$ cat config.mk
export PLATFORM = sky130hd
export DESIGN_NAME = mdlos_top
export DESIGN_NICKNAME = d
export VERILOG_FILES = /design/src/verilog/mdlos_top.v /design/src/verilog/mdlos_sync.v
export VERILOG_INCLUDE_DIRS = /design/src /design/src/shared
export SDC_FILE = /design/constraint.sdc
export NUM_CORES = 1
export LEC_CHECK = 0
export BUFFER_PORTS_ARGS = -buffer_cell sky130_fd_sc_hd__buf_2
export CAP_MARGIN = 5
export CORE_MARGIN = 5
export CORE_UTILIZATION = 34
export CTS_CLUSTER_DIAMETER = 40
export DETAILED_ROUTE_END_ITERATION = 6
export GPL_TIMING_DRIVEN = 1
export SLEW_MARGIN = 20
export SYNTH_ARGS = -nofsm -noshare
export SYNTH_HDL_FRONTEND = slang
export SYNTH_HIERARCHICAL = 1
export SYNTH_SLANG_ARGS = --single-unit
$ cat constraint.sdc
create_clock -name clk -period 2.22 [get_ports clk]
set_input_delay 0.444 -clock clk [delete_from_list [all_inputs] [get_ports clk]]
set_output_delay 0.444 -clock clk [all_outputs]
set_load 0.01 [all_outputs]
$ cat src/shared/mdlos_defs.vh
// constants for the mdio management and signal-loss block
`ifndef MDLOS_DEFS_VH
`define MDLOS_DEFS_VH

// ----------------------------------------------------------------
// direct register offsets (clause 22 register field)
// ----------------------------------------------------------------
`define MDLOS_REG_CTL1 5'h01
`define MDLOS_REG_EQ 5'h04
`define MDLOS_REG_DEEMPH 5'h05
`define MDLOS_REG_LOSEN 5'h0e
`define MDLOS_REG_STAT 5'h0f
`define MDLOS_REG_IND_ADDR 5'h1e
`define MDLOS_REG_IND_DATA 5'h1f

// ----------------------------------------------------------------
// field positions
// ----------------------------------------------------------------
`define MDLOS_CTL1_PD_BIT 15
`define MDLOS_EQ_EN_BIT 0
`define MDLOS_PRE_MSB 7
`define MDLOS_PRE_LSB 4
`define MDLOS_POST_MSB 12
`define MDLOS_POST_LSB 8
`define MDLOS_LOSEN_MSB 4
`define MDLOS_EN_SYNC 0
`define MDLOS_EN_PLL 1
`define MDLOS_EN_DEC 2
`define MDLOS_EN_AGC 3
`define MDLOS_EN_AZD 4

// ----------------------------------------------------------------
// reset values
// ----------------------------------------------------------------
`define MDLOS_RST_PD 1'b0
`define MDLOS_RST_EQ 1'b1
`define MDLOS_RST_PRE 4'h0
`define MDLOS_RST_POST 5'h00
`define MDLOS_RST_LOSEN 5'h00
`define MDLOS_RST_PTR 16'h0000
`define MDLOS_RST_EXT 16'h0000

// ----------------------------------------------------------------
// frame and extended space
// ----------------------------------------------------------------
`define MDLOS_PRE_BITS 6'h20
`define MDLOS_OP_READ 2'b10
`define MDLOS_OP_WRITE 2'b01
`define MDLOS_EXT_BASE 16'h8000

`endif

$ cat src/verilog/mdlos_top.v
// mdio management slave with per-channel power down and signal loss
`timescale 1ns/1ps
`default_nettype none
`include "mdlos_defs.vh"

module mdlos_top #(
   parameter [15:0] EXT_DEPTH = 16'h0004,
   parameter integer EXT_AW = 2
) (
   // clock and reset
   input wire clk,
   input wire resetn,
   // management link
   input wire mdc,
   input wire mdio_in,
   output wire mdio_out,
   output wire mdio_oe,
   input wire [4:1] port_addr_straps,
   // power-down pins
   input wire chan_a_powerdown_n,
   input wire chan_b_powerdown_n,
   // channel a status sources
   input wire a_raw_los,
   input wire a_sync_lost,
   input wire a_ls_pll_unlock,
   input wire a_hs_pll_unlock,
   input wire a_decode_err,
   input wire a_gain_ctrl_locked,
   input wire a_autozero_cal_done,
   // channel b status sources
   input wire b_raw_los,
   input wire b_sync_lost,
   input wire b_ls_pll_unlock,
   input wire b_hs_pll_unlock,
   input wire b_decode_err,
   input wire b_gain_ctrl_locked,
   input wire b_autozero_cal_done,
   // signal loss outputs
   output wire chan_a_signal_loss_out,
   output wire chan_b_signal_loss_out,
   // per channel controls, bit 0 channel a, bit 1 channel b
   output wire [1:0] powered_down,
   output wire [1:0] ls_tx_hiz,
   output wire [1:0] hs_tx_hiz,
   output wire [1:0] rx_eq_en,
   output wire [3:0] deemph_pre_a,
   output wire [4:0] deemph_post_a,
   output wire [3:0] deemph_pre_b,
   output wire [4:0] deemph_post_b
);

   // ----------------------------------------------------------------
   // frame states
   // ----------------------------------------------------------------
   localparam [2:0] S_PRE = 3'h0;
   localparam [2:0] S_ST = 3'h1;
   localparam [2:0] S_HDR = 3'h2;
   localparam [2:0] S_TA = 3'h3;
   localparam [2:0] S_DAT = 3'h4;

   // ----------------------------------------------------------------
   // input synchronisers
   // ----------------------------------------------------------------
   wire [21:0] sync_w;
   wire [6:0] src_a;
   wire [6:0] src_b;
   wire mdc_s;
   wire bit_s;
   wire [4:1] straps_s;
   wire [1:0] pd_pin_s;

   mdlos_sync #(
      .WIDTH(22)
   ) u_sync (
      .clk(clk),
      .resetn(resetn),
      .async_in({~chan_b_powerdown_n, ~chan_a_powerdown_n,
                 port_addr_straps, mdc, mdio_in,
                 b_autozero_cal_done, b_gain_ctrl_locked, b_decode_err,
                 b_hs_pll_unlock, b_ls_pll_unlock, b_sync_lost, b_raw_los,
                 a_autozero_cal_done, a_gain_ctrl_locked, a_decode_err,
                 a_hs_pll_unlock, a_ls_pll_unlock, a_sync_lost,
                 a_raw_los}),
      .sync_out(sync_w)
   );

   assign src_a = sync_w[6:0];
   assign src_b = sync_w[13:7];
   assign bit_s = sync_w[14];
   assign mdc_s = sync_w[15];
   assign straps_s = sync_w[19:16];
   assign pd_pin_s = sync_w[21:20];

   // ----------------------------------------------------------------
   // signal loss combination
   // ----------------------------------------------------------------
   // src order: autozero, gain, decode, hs pll, ls pll, sync, raw
   function los_fn;
      input [4:0] en;
      input [6:0] src;
      begin
         los_fn = src[0]
            | (en[`MDLOS_EN_SYNC] & src[1])
            | (en[`MDLOS_EN_PLL] & (src[2] | src[3]))
            | (en[`MDLOS_EN_DEC] & src[4])
            | (en[`MDLOS_EN_AGC] & ~src[5])
            | (en[`MDLOS_EN_AZD] & ~src[6]);
      end
   endfunction

   // ----------------------------------------------------------------
   // registers and state
   // ----------------------------------------------------------------
   reg mdc_d_ff;
   reg [2:0] st_ff;
   reg [5:0] cnt_ff;
   reg [11:0] hdr_ff;
   reg [15:0] sh_ff;
   reg rd_ff;
   reg hit_ff;
   reg mdio_out_ff;
   reg mdio_oe_ff;
   reg pd_reg_ff [0:1];
   reg eq_ff [0:1];
   reg [3:0] pre_ff [0:1];
   reg [4:0] post_ff [0:1];
   reg [4:0] losen_ff [0:1];
   reg [15:0] ptr_ff;
   reg [15:0] ext_ff [0:EXT_DEPTH-1];
   reg [1:0] los_ff;
   reg [1:0] pd_ff;
   reg [1:0] eq_out_ff;
   reg [3:0] pre_a_ff;
   reg [4:0] post_a_ff;
   reg [3:0] pre_b_ff;
   reg [4:0] post_b_ff;
   integer i;

   wire rise;
   wire [11:0] hdr_nxt;
   wire [15:0] ext_off;
   wire ext_hit;
   wire [EXT_AW-1:0] ext_idx;
   wire wr_go;
   wire [15:0] wr_data;
   wire wr_chan;
   wire [4:0] wr_reg;
   wire [1:0] pd_now;
   reg [15:0] rd_val;

   assign rise = mdc_s & ~mdc_d_ff;
   assign hdr_nxt = {hdr_ff[10:0], bit_s};
   assign ext_off = ptr_ff - `MDLOS_EXT_BASE;
   assign ext_hit = (ptr_ff >= `MDLOS_EXT_BASE) &&
                    (ext_off < EXT_DEPTH);
   assign ext_idx = ext_off[EXT_AW-1:0];
   assign wr_chan = hdr_ff[5];
   assign wr_reg = hdr_ff[4:0];
   assign wr_data = {sh_ff[14:0], bit_s};
   assign wr_go = rise && st_ff == S_DAT && cnt_ff == 6'h0f &&
                  !rd_ff && hit_ff;
   // pins inverted ahead of sync so a cleared sync reads powered up
   assign pd_now = pd_pin_s | {pd_reg_ff[1], pd_reg_ff[0]};

   // ----------------------------------------------------------------
   // read data selection
   // ----------------------------------------------------------------
   // chosen while the header completes; channel from address lsb
   always @*
   begin
      rd_val = 16'h0000;
      case (hdr_nxt[4:0])
         `MDLOS_REG_CTL1:
            rd_val[`MDLOS_CTL1_PD_BIT] = pd_reg_ff[hdr_nxt[5]];
         `MDLOS_REG_EQ:
            rd_val[`MDLOS_EQ_EN_BIT] = eq_ff[hdr_nxt[5]];
         `MDLOS_REG_DEEMPH:
         begin
            rd_val[`MDLOS_PRE_MSB:`MDLOS_PRE_LSB] = pre_ff[hdr_nxt[5]];
            rd_val[`MDLOS_POST_MSB:`MDLOS_POST_LSB] =
               post_ff[hdr_nxt[5]];
         end
         `MDLOS_REG_LOSEN:
            rd_val[`MDLOS_LOSEN_MSB:0] = losen_ff[hdr_nxt[5]];
         `MDLOS_REG_STAT:
            // may be stale while the channel clocks are stopped
            rd_val[7:0] = hdr_nxt[5] ? {pd_ff[1], src_b} :
                                       {pd_ff[0], src_a};
         `MDLOS_REG_IND_ADDR:
            rd_val = ptr_ff;
         `MDLOS_REG_IND_DATA:
            if (ext_hit)
            begin
               rd_val = ext_ff[ext_idx];
            end
         default:
            rd_val = 16'h0000;
      endcase
   end

   // ----------------------------------------------------------------
   // frame engine
   // ----------------------------------------------------------------
   // runs on sampled mdc, independent of any power-down state
   always @(posedge clk or negedge resetn)
   begin
      if (!resetn)
      begin
         mdc_d_ff <= 1'b0;
         st_ff <= S_PRE;
         cnt_ff <= 6'h00;
         hdr_ff <= 12'h000;
         sh_ff <= 16'h0000;
         rd_ff <= 1'b0;
         hit_ff <= 1'b0;
         mdio_out_ff <= 1'b0;
         mdio_oe_ff <= 1'b0;
      end
      else
      begin
         mdc_d_ff <= mdc_s;
         if (rise)
         begin
            case (st_ff)
               S_PRE:
                  if (bit_s)
                  begin
                     if (cnt_ff != `MDLOS_PRE_BITS)
                     begin
                        cnt_ff <= cnt_ff + 6'h01;
                     end
                  end
                  else if (cnt_ff == `MDLOS_PRE_BITS)
                  begin
                     st_ff <= S_ST;
                     cnt_ff <= 6'h00;
                  end
                  else
                  begin
                     cnt_ff <= 6'h00;
                  end
               S_ST:
                  st_ff <= bit_s ? S_HDR : S_PRE;
               S_HDR:
               begin
                  hdr_ff <= hdr_nxt;
                  cnt_ff <= cnt_ff + 6'h01;
                  if (cnt_ff == 6'h0b)
                  begin
                     st_ff <= S_TA;
                     cnt_ff <= 6'h00;
                     rd_ff <= hdr_nxt[11:10] == `MDLOS_OP_READ;
                     hit_ff <= (hdr_nxt[9:6] == straps_s) &&
                        (hdr_nxt[11:10] == `MDLOS_OP_READ ||
                         hdr_nxt[11:10] == `MDLOS_OP_WRITE);
                     sh_ff <= rd_val;
                  end
               end
               S_TA:
               begin
                  cnt_ff <= cnt_ff + 6'h01;
                  if (cnt_ff == 6'h00)
                  begin
                     // second turnaround bit is a driven zero
                     mdio_oe_ff <= rd_ff & hit_ff;
                     mdio_out_ff <= 1'b0;
                  end
                  else
                  begin
                     st_ff <= S_DAT;
                     cnt_ff <= 6'h00;
                     mdio_out_ff <= rd_ff & hit_ff & sh_ff[15];
                     sh_ff <= {sh_ff[14:0], 1'b0};
                  end
               end
               S_DAT:
               begin
                  cnt_ff <= cnt_ff + 6'h01;
                  sh_ff <= {sh_ff[14:0], bit_s};
                  if (cnt_ff == 6'h0f)
                  begin
                     // new preamble needed before the next frame
                     st_ff <= S_PRE;
                     cnt_ff <= 6'h00;
                     mdio_oe_ff <= 1'b0;
                     mdio_out_ff <= 1'b0;
                  end
                  else
                  begin
                     mdio_out_ff <= rd_ff & hit_ff & sh_ff[15];
                  end
               end
               default:
               begin
                  st_ff <= S_PRE;
                  cnt_ff <= 6'h00;
               end
            endcase
         end
      end
   end

   // ----------------------------------------------------------------
   // register writes
   // ----------------------------------------------------------------
   always @(posedge clk or negedge resetn)
   begin
      if (!resetn)
      begin
         for (i = 0; i < 2; i = i + 1)
         begin
            pd_reg_ff[i] <= `MDLOS_RST_PD;
            eq_ff[i] <= `MDLOS_RST_EQ;
            pre_ff[i] <= `MDLOS_RST_PRE;
            post_ff[i] <= `MDLOS_RST_POST;
            losen_ff[i] <= `MDLOS_RST_LOSEN;
         end
         for (i = 0; i < EXT_DEPTH; i = i + 1)
         begin
            ext_ff[i] <= `MDLOS_RST_EXT;
         end
         ptr_ff <= `MDLOS_RST_PTR;
      end
      else if (wr_go)
      begin
         case (wr_reg)
            `MDLOS_REG_CTL1:
               pd_reg_ff[wr_chan] <= wr_data[`MDLOS_CTL1_PD_BIT];
            `MDLOS_REG_EQ:
               eq_ff[wr_chan] <= wr_data[`MDLOS_EQ_EN_BIT];
            `MDLOS_REG_DEEMPH:
            begin
               pre_ff[wr_chan] <=
                  wr_data[`MDLOS_PRE_MSB:`MDLOS_PRE_LSB];
               post_ff[wr_chan] <=
                  wr_data[`MDLOS_POST_MSB:`MDLOS_POST_LSB];
            end
            `MDLOS_REG_LOSEN:
               losen_ff[wr_chan] <= wr_data[`MDLOS_LOSEN_MSB:0];
            `MDLOS_REG_IND_ADDR:
               ptr_ff <= wr_data;
            `MDLOS_REG_IND_DATA:
               if (ext_hit)
               begin
                  ext_ff[ext_idx] <= wr_data;
               end
            default:
               ptr_ff <= ptr_ff;
         endcase
      end
   end

   // ----------------------------------------------------------------
   // output flops
   // ----------------------------------------------------------------
   always @(posedge clk or negedge resetn)
   begin
      if (!resetn)
      begin
         los_ff <= 2'b00;
         pd_ff <= 2'b00;
         eq_out_ff <= 2'b00;
         pre_a_ff <= `MDLOS_RST_PRE;
         post_a_ff <= `MDLOS_RST_POST;
         pre_b_ff <= `MDLOS_RST_PRE;
         post_b_ff <= `MDLOS_RST_POST;
      end
      else
      begin
         los_ff[0] <= los_fn(losen_ff[0], src_a);
         los_ff[1] <= los_fn(losen_ff[1], src_b);
         pd_ff <= pd_now;
         eq_out_ff <= {eq_ff[1], eq_ff[0]};
         pre_a_ff <= pre_ff[0];
         post_a_ff <= post_ff[0];
         pre_b_ff <= pre_ff[1];
         post_b_ff <= post_ff[1];
      end
   end

   assign mdio_out = mdio_out_ff;
   assign mdio_oe = mdio_oe_ff;
   assign chan_a_signal_loss_out = los_ff[0];
   assign chan_b_signal_loss_out = los_ff[1];
   assign powered_down = pd_ff;
   assign ls_tx_hiz = pd_ff;
   assign hs_tx_hiz = pd_ff;
   assign rx_eq_en = eq_out_ff;
   assign deemph_pre_a = pre_a_ff;
   assign deemph_post_a = post_a_ff;
   assign deemph_pre_b = pre_b_ff;
   assign deemph_post_b = post_b_ff;

endmodule // mdlos_top

`default_nettype wire

$ cat src/verilog/mdlos_sync.v
// two-flop synchroniser for a vector of unrelated level inputs
`timescale 1ns/1ps
`default_nettype none

module mdlos_sync #(
   parameter WIDTH = 1
) (
   // clock and reset
   input wire clk,
   input wire resetn,
   // levels
   input wire [WIDTH-1:0] async_in,
   output wire [WIDTH-1:0] sync_out
);

   reg [WIDTH-1:0] meta_ff;
   reg [WIDTH-1:0] sync_ff;

   // each bit is a level; a multi-bit value is only safe while static
   always @(posedge clk or negedge resetn)
   begin
      if (!resetn)
      begin
         meta_ff <= {WIDTH{1'b0}};
         sync_ff <= {WIDTH{1'b0}};
      end
      else
      begin
         meta_ff <= async_in;
         sync_ff <= meta_ff;
      end
   end

   assign sync_out = sync_ff;

endmodule // mdlos_sync

`default_nettype wire

==> metrics.csv <==
stage;metric;value;unit
clocking;cts_root_buffer;clkbuf_16;
global_route;antenna_found_initial;0;
setup_path;crit_slowest_cell;or3b_2;
timing;period_share;98.75;%
final_layout;nets;827;
setup_path;critPathKind;flip-flop to flip-flop;
final_layout;final.fill_count;2471;
hold_path;worstHoldStart;b_ls_pll_unlock;
logic_synthesis;synth-simple-area-share;9.746;%
clocking;clock_path_buffers;3;
timing;fin_crit;2192;ps
setup_path;worstPathCellList;ha_4 -> or3b_2 -> buf_4 -> o21ai_0 -> a32oi_1 -> buf_4 -> a21o_1 -> a22o_1;
logic_synthesis;yosysWarnings;6;
floorplanning;die_y;176.5;um
power_and_ir_drop;combPwrFrac;2.8;%
timing;worst_slew_pin_slew;643.8;ps
setup_path;cp_common_cell;buf_4;
floorplanning;dieArea;31140;um2
clocking;path_clk_slew;60;ps
setup_path;cp_num_buf_inv;2;
power_and_ir_drop;switchingPower;2.084;mW
logic_synthesis;syn_nets;722;
setup_path;regToRegEndpoint;cnt_ff[3];
route;viasPerCell;5.042;
logic_synthesis;synth-compound-area-share;7.290;%
route;dr.pass1.iters;5;
power_and_ir_drop;seq_power_share;40.8;%
hold_path;hold_depth;1;
global_route;grt_pass1_wl;35740;um
clocking;htree_levels;2;
logic_synthesis;yosys.area_share.adder;0.3984;%
route;post-route-drc-count;0;
floorplanning;ios;54;
logic_synthesis;async_reset_ff_share;100.0;%
route;post_drt_wl_per_cell;18.03;um
power_and_ir_drop;finalPower;10.14;mW
route;route.antenna.remaining_nets;0;
run_status;status;complete, no violations;
global_route;grt_max_degree;64;
placed_design;dp_hpwl;14670;um
setup_path;critPathTopFamily;compound AO/OA/AOI/OAI gates;
final_layout;layout-drive-gt1-share;41.21;%
power_and_ir_drop;p_int;8.053;mW
logic_synthesis;netlist_area;9423;um2
global_route;grt_pass1_vias;6349;
logic_synthesis;synth_top_family_by_area;multiplexers;
timing;fin_ws;27.76;ps
logic_synthesis;synth_edf_count;0;
setup_path;cpPeakStageDelay;460;ps
clocking;clock_sinks;221;
placed_design;port_buffers;53;
floorplanning;num_rows;61;
power_and_ir_drop;power.leakage;5.488;nW
final_layout;final_cell_mix;219 x dfrtp_1, 113 x mux2_2, 52 x buf_2;
floorplanning;core-area;27550;um2
route;drt_wl_total;21690;um
timing;setup_viol;0;
logic_synthesis;avgSynthCellArea;13.56;um2
power_and_ir_drop;power-per-cell-area;849.3;nW/um2
logic_synthesis;yosysUniqueCellTypes;62;
clocking;cts_tree;done;
placed_design;dp.cells;1140;
setup_path;r2r.worst_path.cells;8;
logic_synthesis;syn_inst;695;
setup_path;worstSetupStartpointType;flip-flop;
run;maxCapViolations;0;
final_layout;area_growth;26.66;%
timing;final_hold_viol_count;0;
clocking;cts_made_buffers;34;
placed_design;gp_congestion;0.8453;
setup_path;r2r_setup_slack;30;ps
clocking;clk_latency;490;ps
hold_path;min_to;u_sync/meta_ff[9];
logic_synthesis;synthXorXnorAreaFrac;0.3718;%
floorplanning;die_w;176.5;um
setup_path;r2r_start;cnt_ff[0];
logic_synthesis;muxShareOfSynthArea;20.90;%
power_and_ir_drop;clkPwrFrac;56.5;%
setup_path;endpoint_kind;flip-flop;
floorplanning;initial_core_util;34.20;%
logic_synthesis;ys.flop_type;dfrtp_1;
global_route;globalRoute.totalOverflow;0;
timing;clock_skew;15.76;ps
placed_design;dp_slack;-67.82;ps
power_and_ir_drop;ir_drop;0.0004087;V
setup_path;path_max_fanout;8;
final_layout;fin_area;11940;um2
route;drt_iter0_drc;316;
global_route;gr-usage-all-layers;14.31;%
timing;slew_headroom;56.92;%
logic_synthesis;ys_ff_latch;221;
setup_path;cp.required;2590;ps
hold_path;hold_path_class;primary input to flip-flop;
timing;max_freq;456.2;MHz
placed_design;placed_cell_area;10580;um2
route;num_vias;6066;
power_and_ir_drop;swShare;20.56;%
logic_synthesis;seq_area_frac_synth;58.72;%
timing;drv_slew;0;
setup_path;worst_ep_arrival_time;2560;ps
final_layout;fin_cells;1203;
final_layout;n_antenna_cell;0;
final_layout;layout_commonest_cell;dfrtp_1;
timing;rsz0062_at_grt;yes;
[routing by layer]
layer,track usage [%],up-vias,share of wire [%]
li1,-,2779,-
met1,19.30,3101,44
met4,4.610,0,2.4
met2,23.19,153,49
met3,3.084,33,4.8
met5,0,-,0
[through the flow]
step	hold slack (ps)	utilization, %	TNS [ps]
2_1_floorplan	148.4	-	-1287
3_3_place_gp	334.4	38.40	0
3_5_place_dp	334.7	38.40	-104.4
4_1_cts	26.45	42.95	0
5_1_grt	28.22	43.32	-1263
6_report	52.66	43.32	0
[cell type report]
type	instances	area, um2	share of cell area [%]
Tap cell	378	473.0	3.963
Timing Repair Buffer	108	855.8	7.171
Clock buffer	42	942.2	7.894
Inverter	16	60.06	0.5032
Multi-Input combinational cell	419	3770	31.59
Clock inverter	19	301.5	2.526
Sequential cell	221	5533	46.36
[cells in the mapped netlist, types with 3 or more instances]
library cell | number | area (um2)
nor4_1 | 3 | 18.77
and3_1 | 5 | 31.28
a221oi_1 | 6 | 52.55
nand4_1 | 8 | 50.05
nor4_4 | 6 | 127.6
buf_2 | 5 | 25.02
ha_1 | 3 | 37.54
dfrtp_1 | 219 | 5480
xnor2_1 | 3 | 26.28
mux2i_1 | 10 | 100.1
buf_4 | 8 | 60.06
o21ai_0 | 33 | 165.2
clkbuf_1 | 24 | 90.09
mux2_2 | 130 | 1464
nor2_1 | 20 | 75.07
a22o_1 | 3 | 26.28
inv_1 | 15 | 56.30
nand2_1 | 36 | 135.1
a221o_1 | 10 | 100.1
nor2b_1 | 5 | 31.28
nor3_2 | 3 | 30.03
a21oi_1 | 22 | 110.1
nand2b_1 | 8 | 50.05
nor3_1 | 9 | 45.04
o311ai_0 | 4 | 35.03
nand3_1 | 29 | 145.1
o31ai_1 | 3 | 22.52
or2_2 | 3 | 18.77
mux4_2 | 17 | 382.9
[worst max path at each step]
| stage | start | slack [ps] | to | cells after the start |
|---|---|---|---|---|
| after floorplan | cnt_ff[0] | -70 | post_ff[5] | 7 |
| after global placement | cnt_ff[1] | 20 | sh_ff[1] | 7 |
| after detailed placement | cnt_ff[0] | -70 | sh_ff[1] | 7 |
| after CTS | cnt_ff[1] | 9 | ext_ff[53] | 7 |
| after global routing | cnt_ff[0] | -60 | ext_ff[53] | 7 |
| final | cnt_ff[0] | 30 | cnt_ff[3] | 8 |
[power groups by stage]
| stage | clock network (mW) | logic, mW | registers, mW |
|---|---|---|---|
| floorplan | 0 | 0.103 | 4.19 |
| global placement | 0 | 0.276 | 4.19 |
| detailed placement | 0 | 0.278 | 4.19 |
| CTS | 5.87 | 0.280 | 4.13 |
| global route | 6.06 | 0.321 | 4.14 |
| finish | 5.72 | 0.281 | 4.13 |
[logic make-up (layout without fill, tap and decap cells)]
| group | count (synthesis) | count (layout) |
|---|---|---|
| flip-flops | 221 | 221 |
| multiplexers | 159 | 159 |
| AND/OR/NAND/NOR | 150 | 150 |
| AO/OA/AOI/OAI | 103 | 103 |
| buffers and inverters | 55 | 185 |
| XOR/XNOR | 4 | 4 |
| adder cells (fa/ha/maj) | 3 | 3 |
[registers in the layout, indices dropped and copies added (netlist names), 3 cells and up]
register	cells
pre_ff	8
cnt_ff	6
st_ff	3
deemph_post_a	5
losen_ff	10
deemph_post_b	5
sh_ff	16
deemph_pre_a	4
post_ff	10
ext_ff	64
hdr_ff	11
u_sync/sync_out	22
ptr_ff	16
u_sync/meta_ff	22
deemph_pre_b	4
[repair_timing]
item | CTS | global route
resized for setup | 1 | 23
endpoints found under the setup margin | 3 | 78
gates cloned | 0 | 0
hold buffers | 1 | 0
setup buffers | 0 | 1
endpoints found under the hold margin | 45 | 0
(Power assumes the default switching activity.)
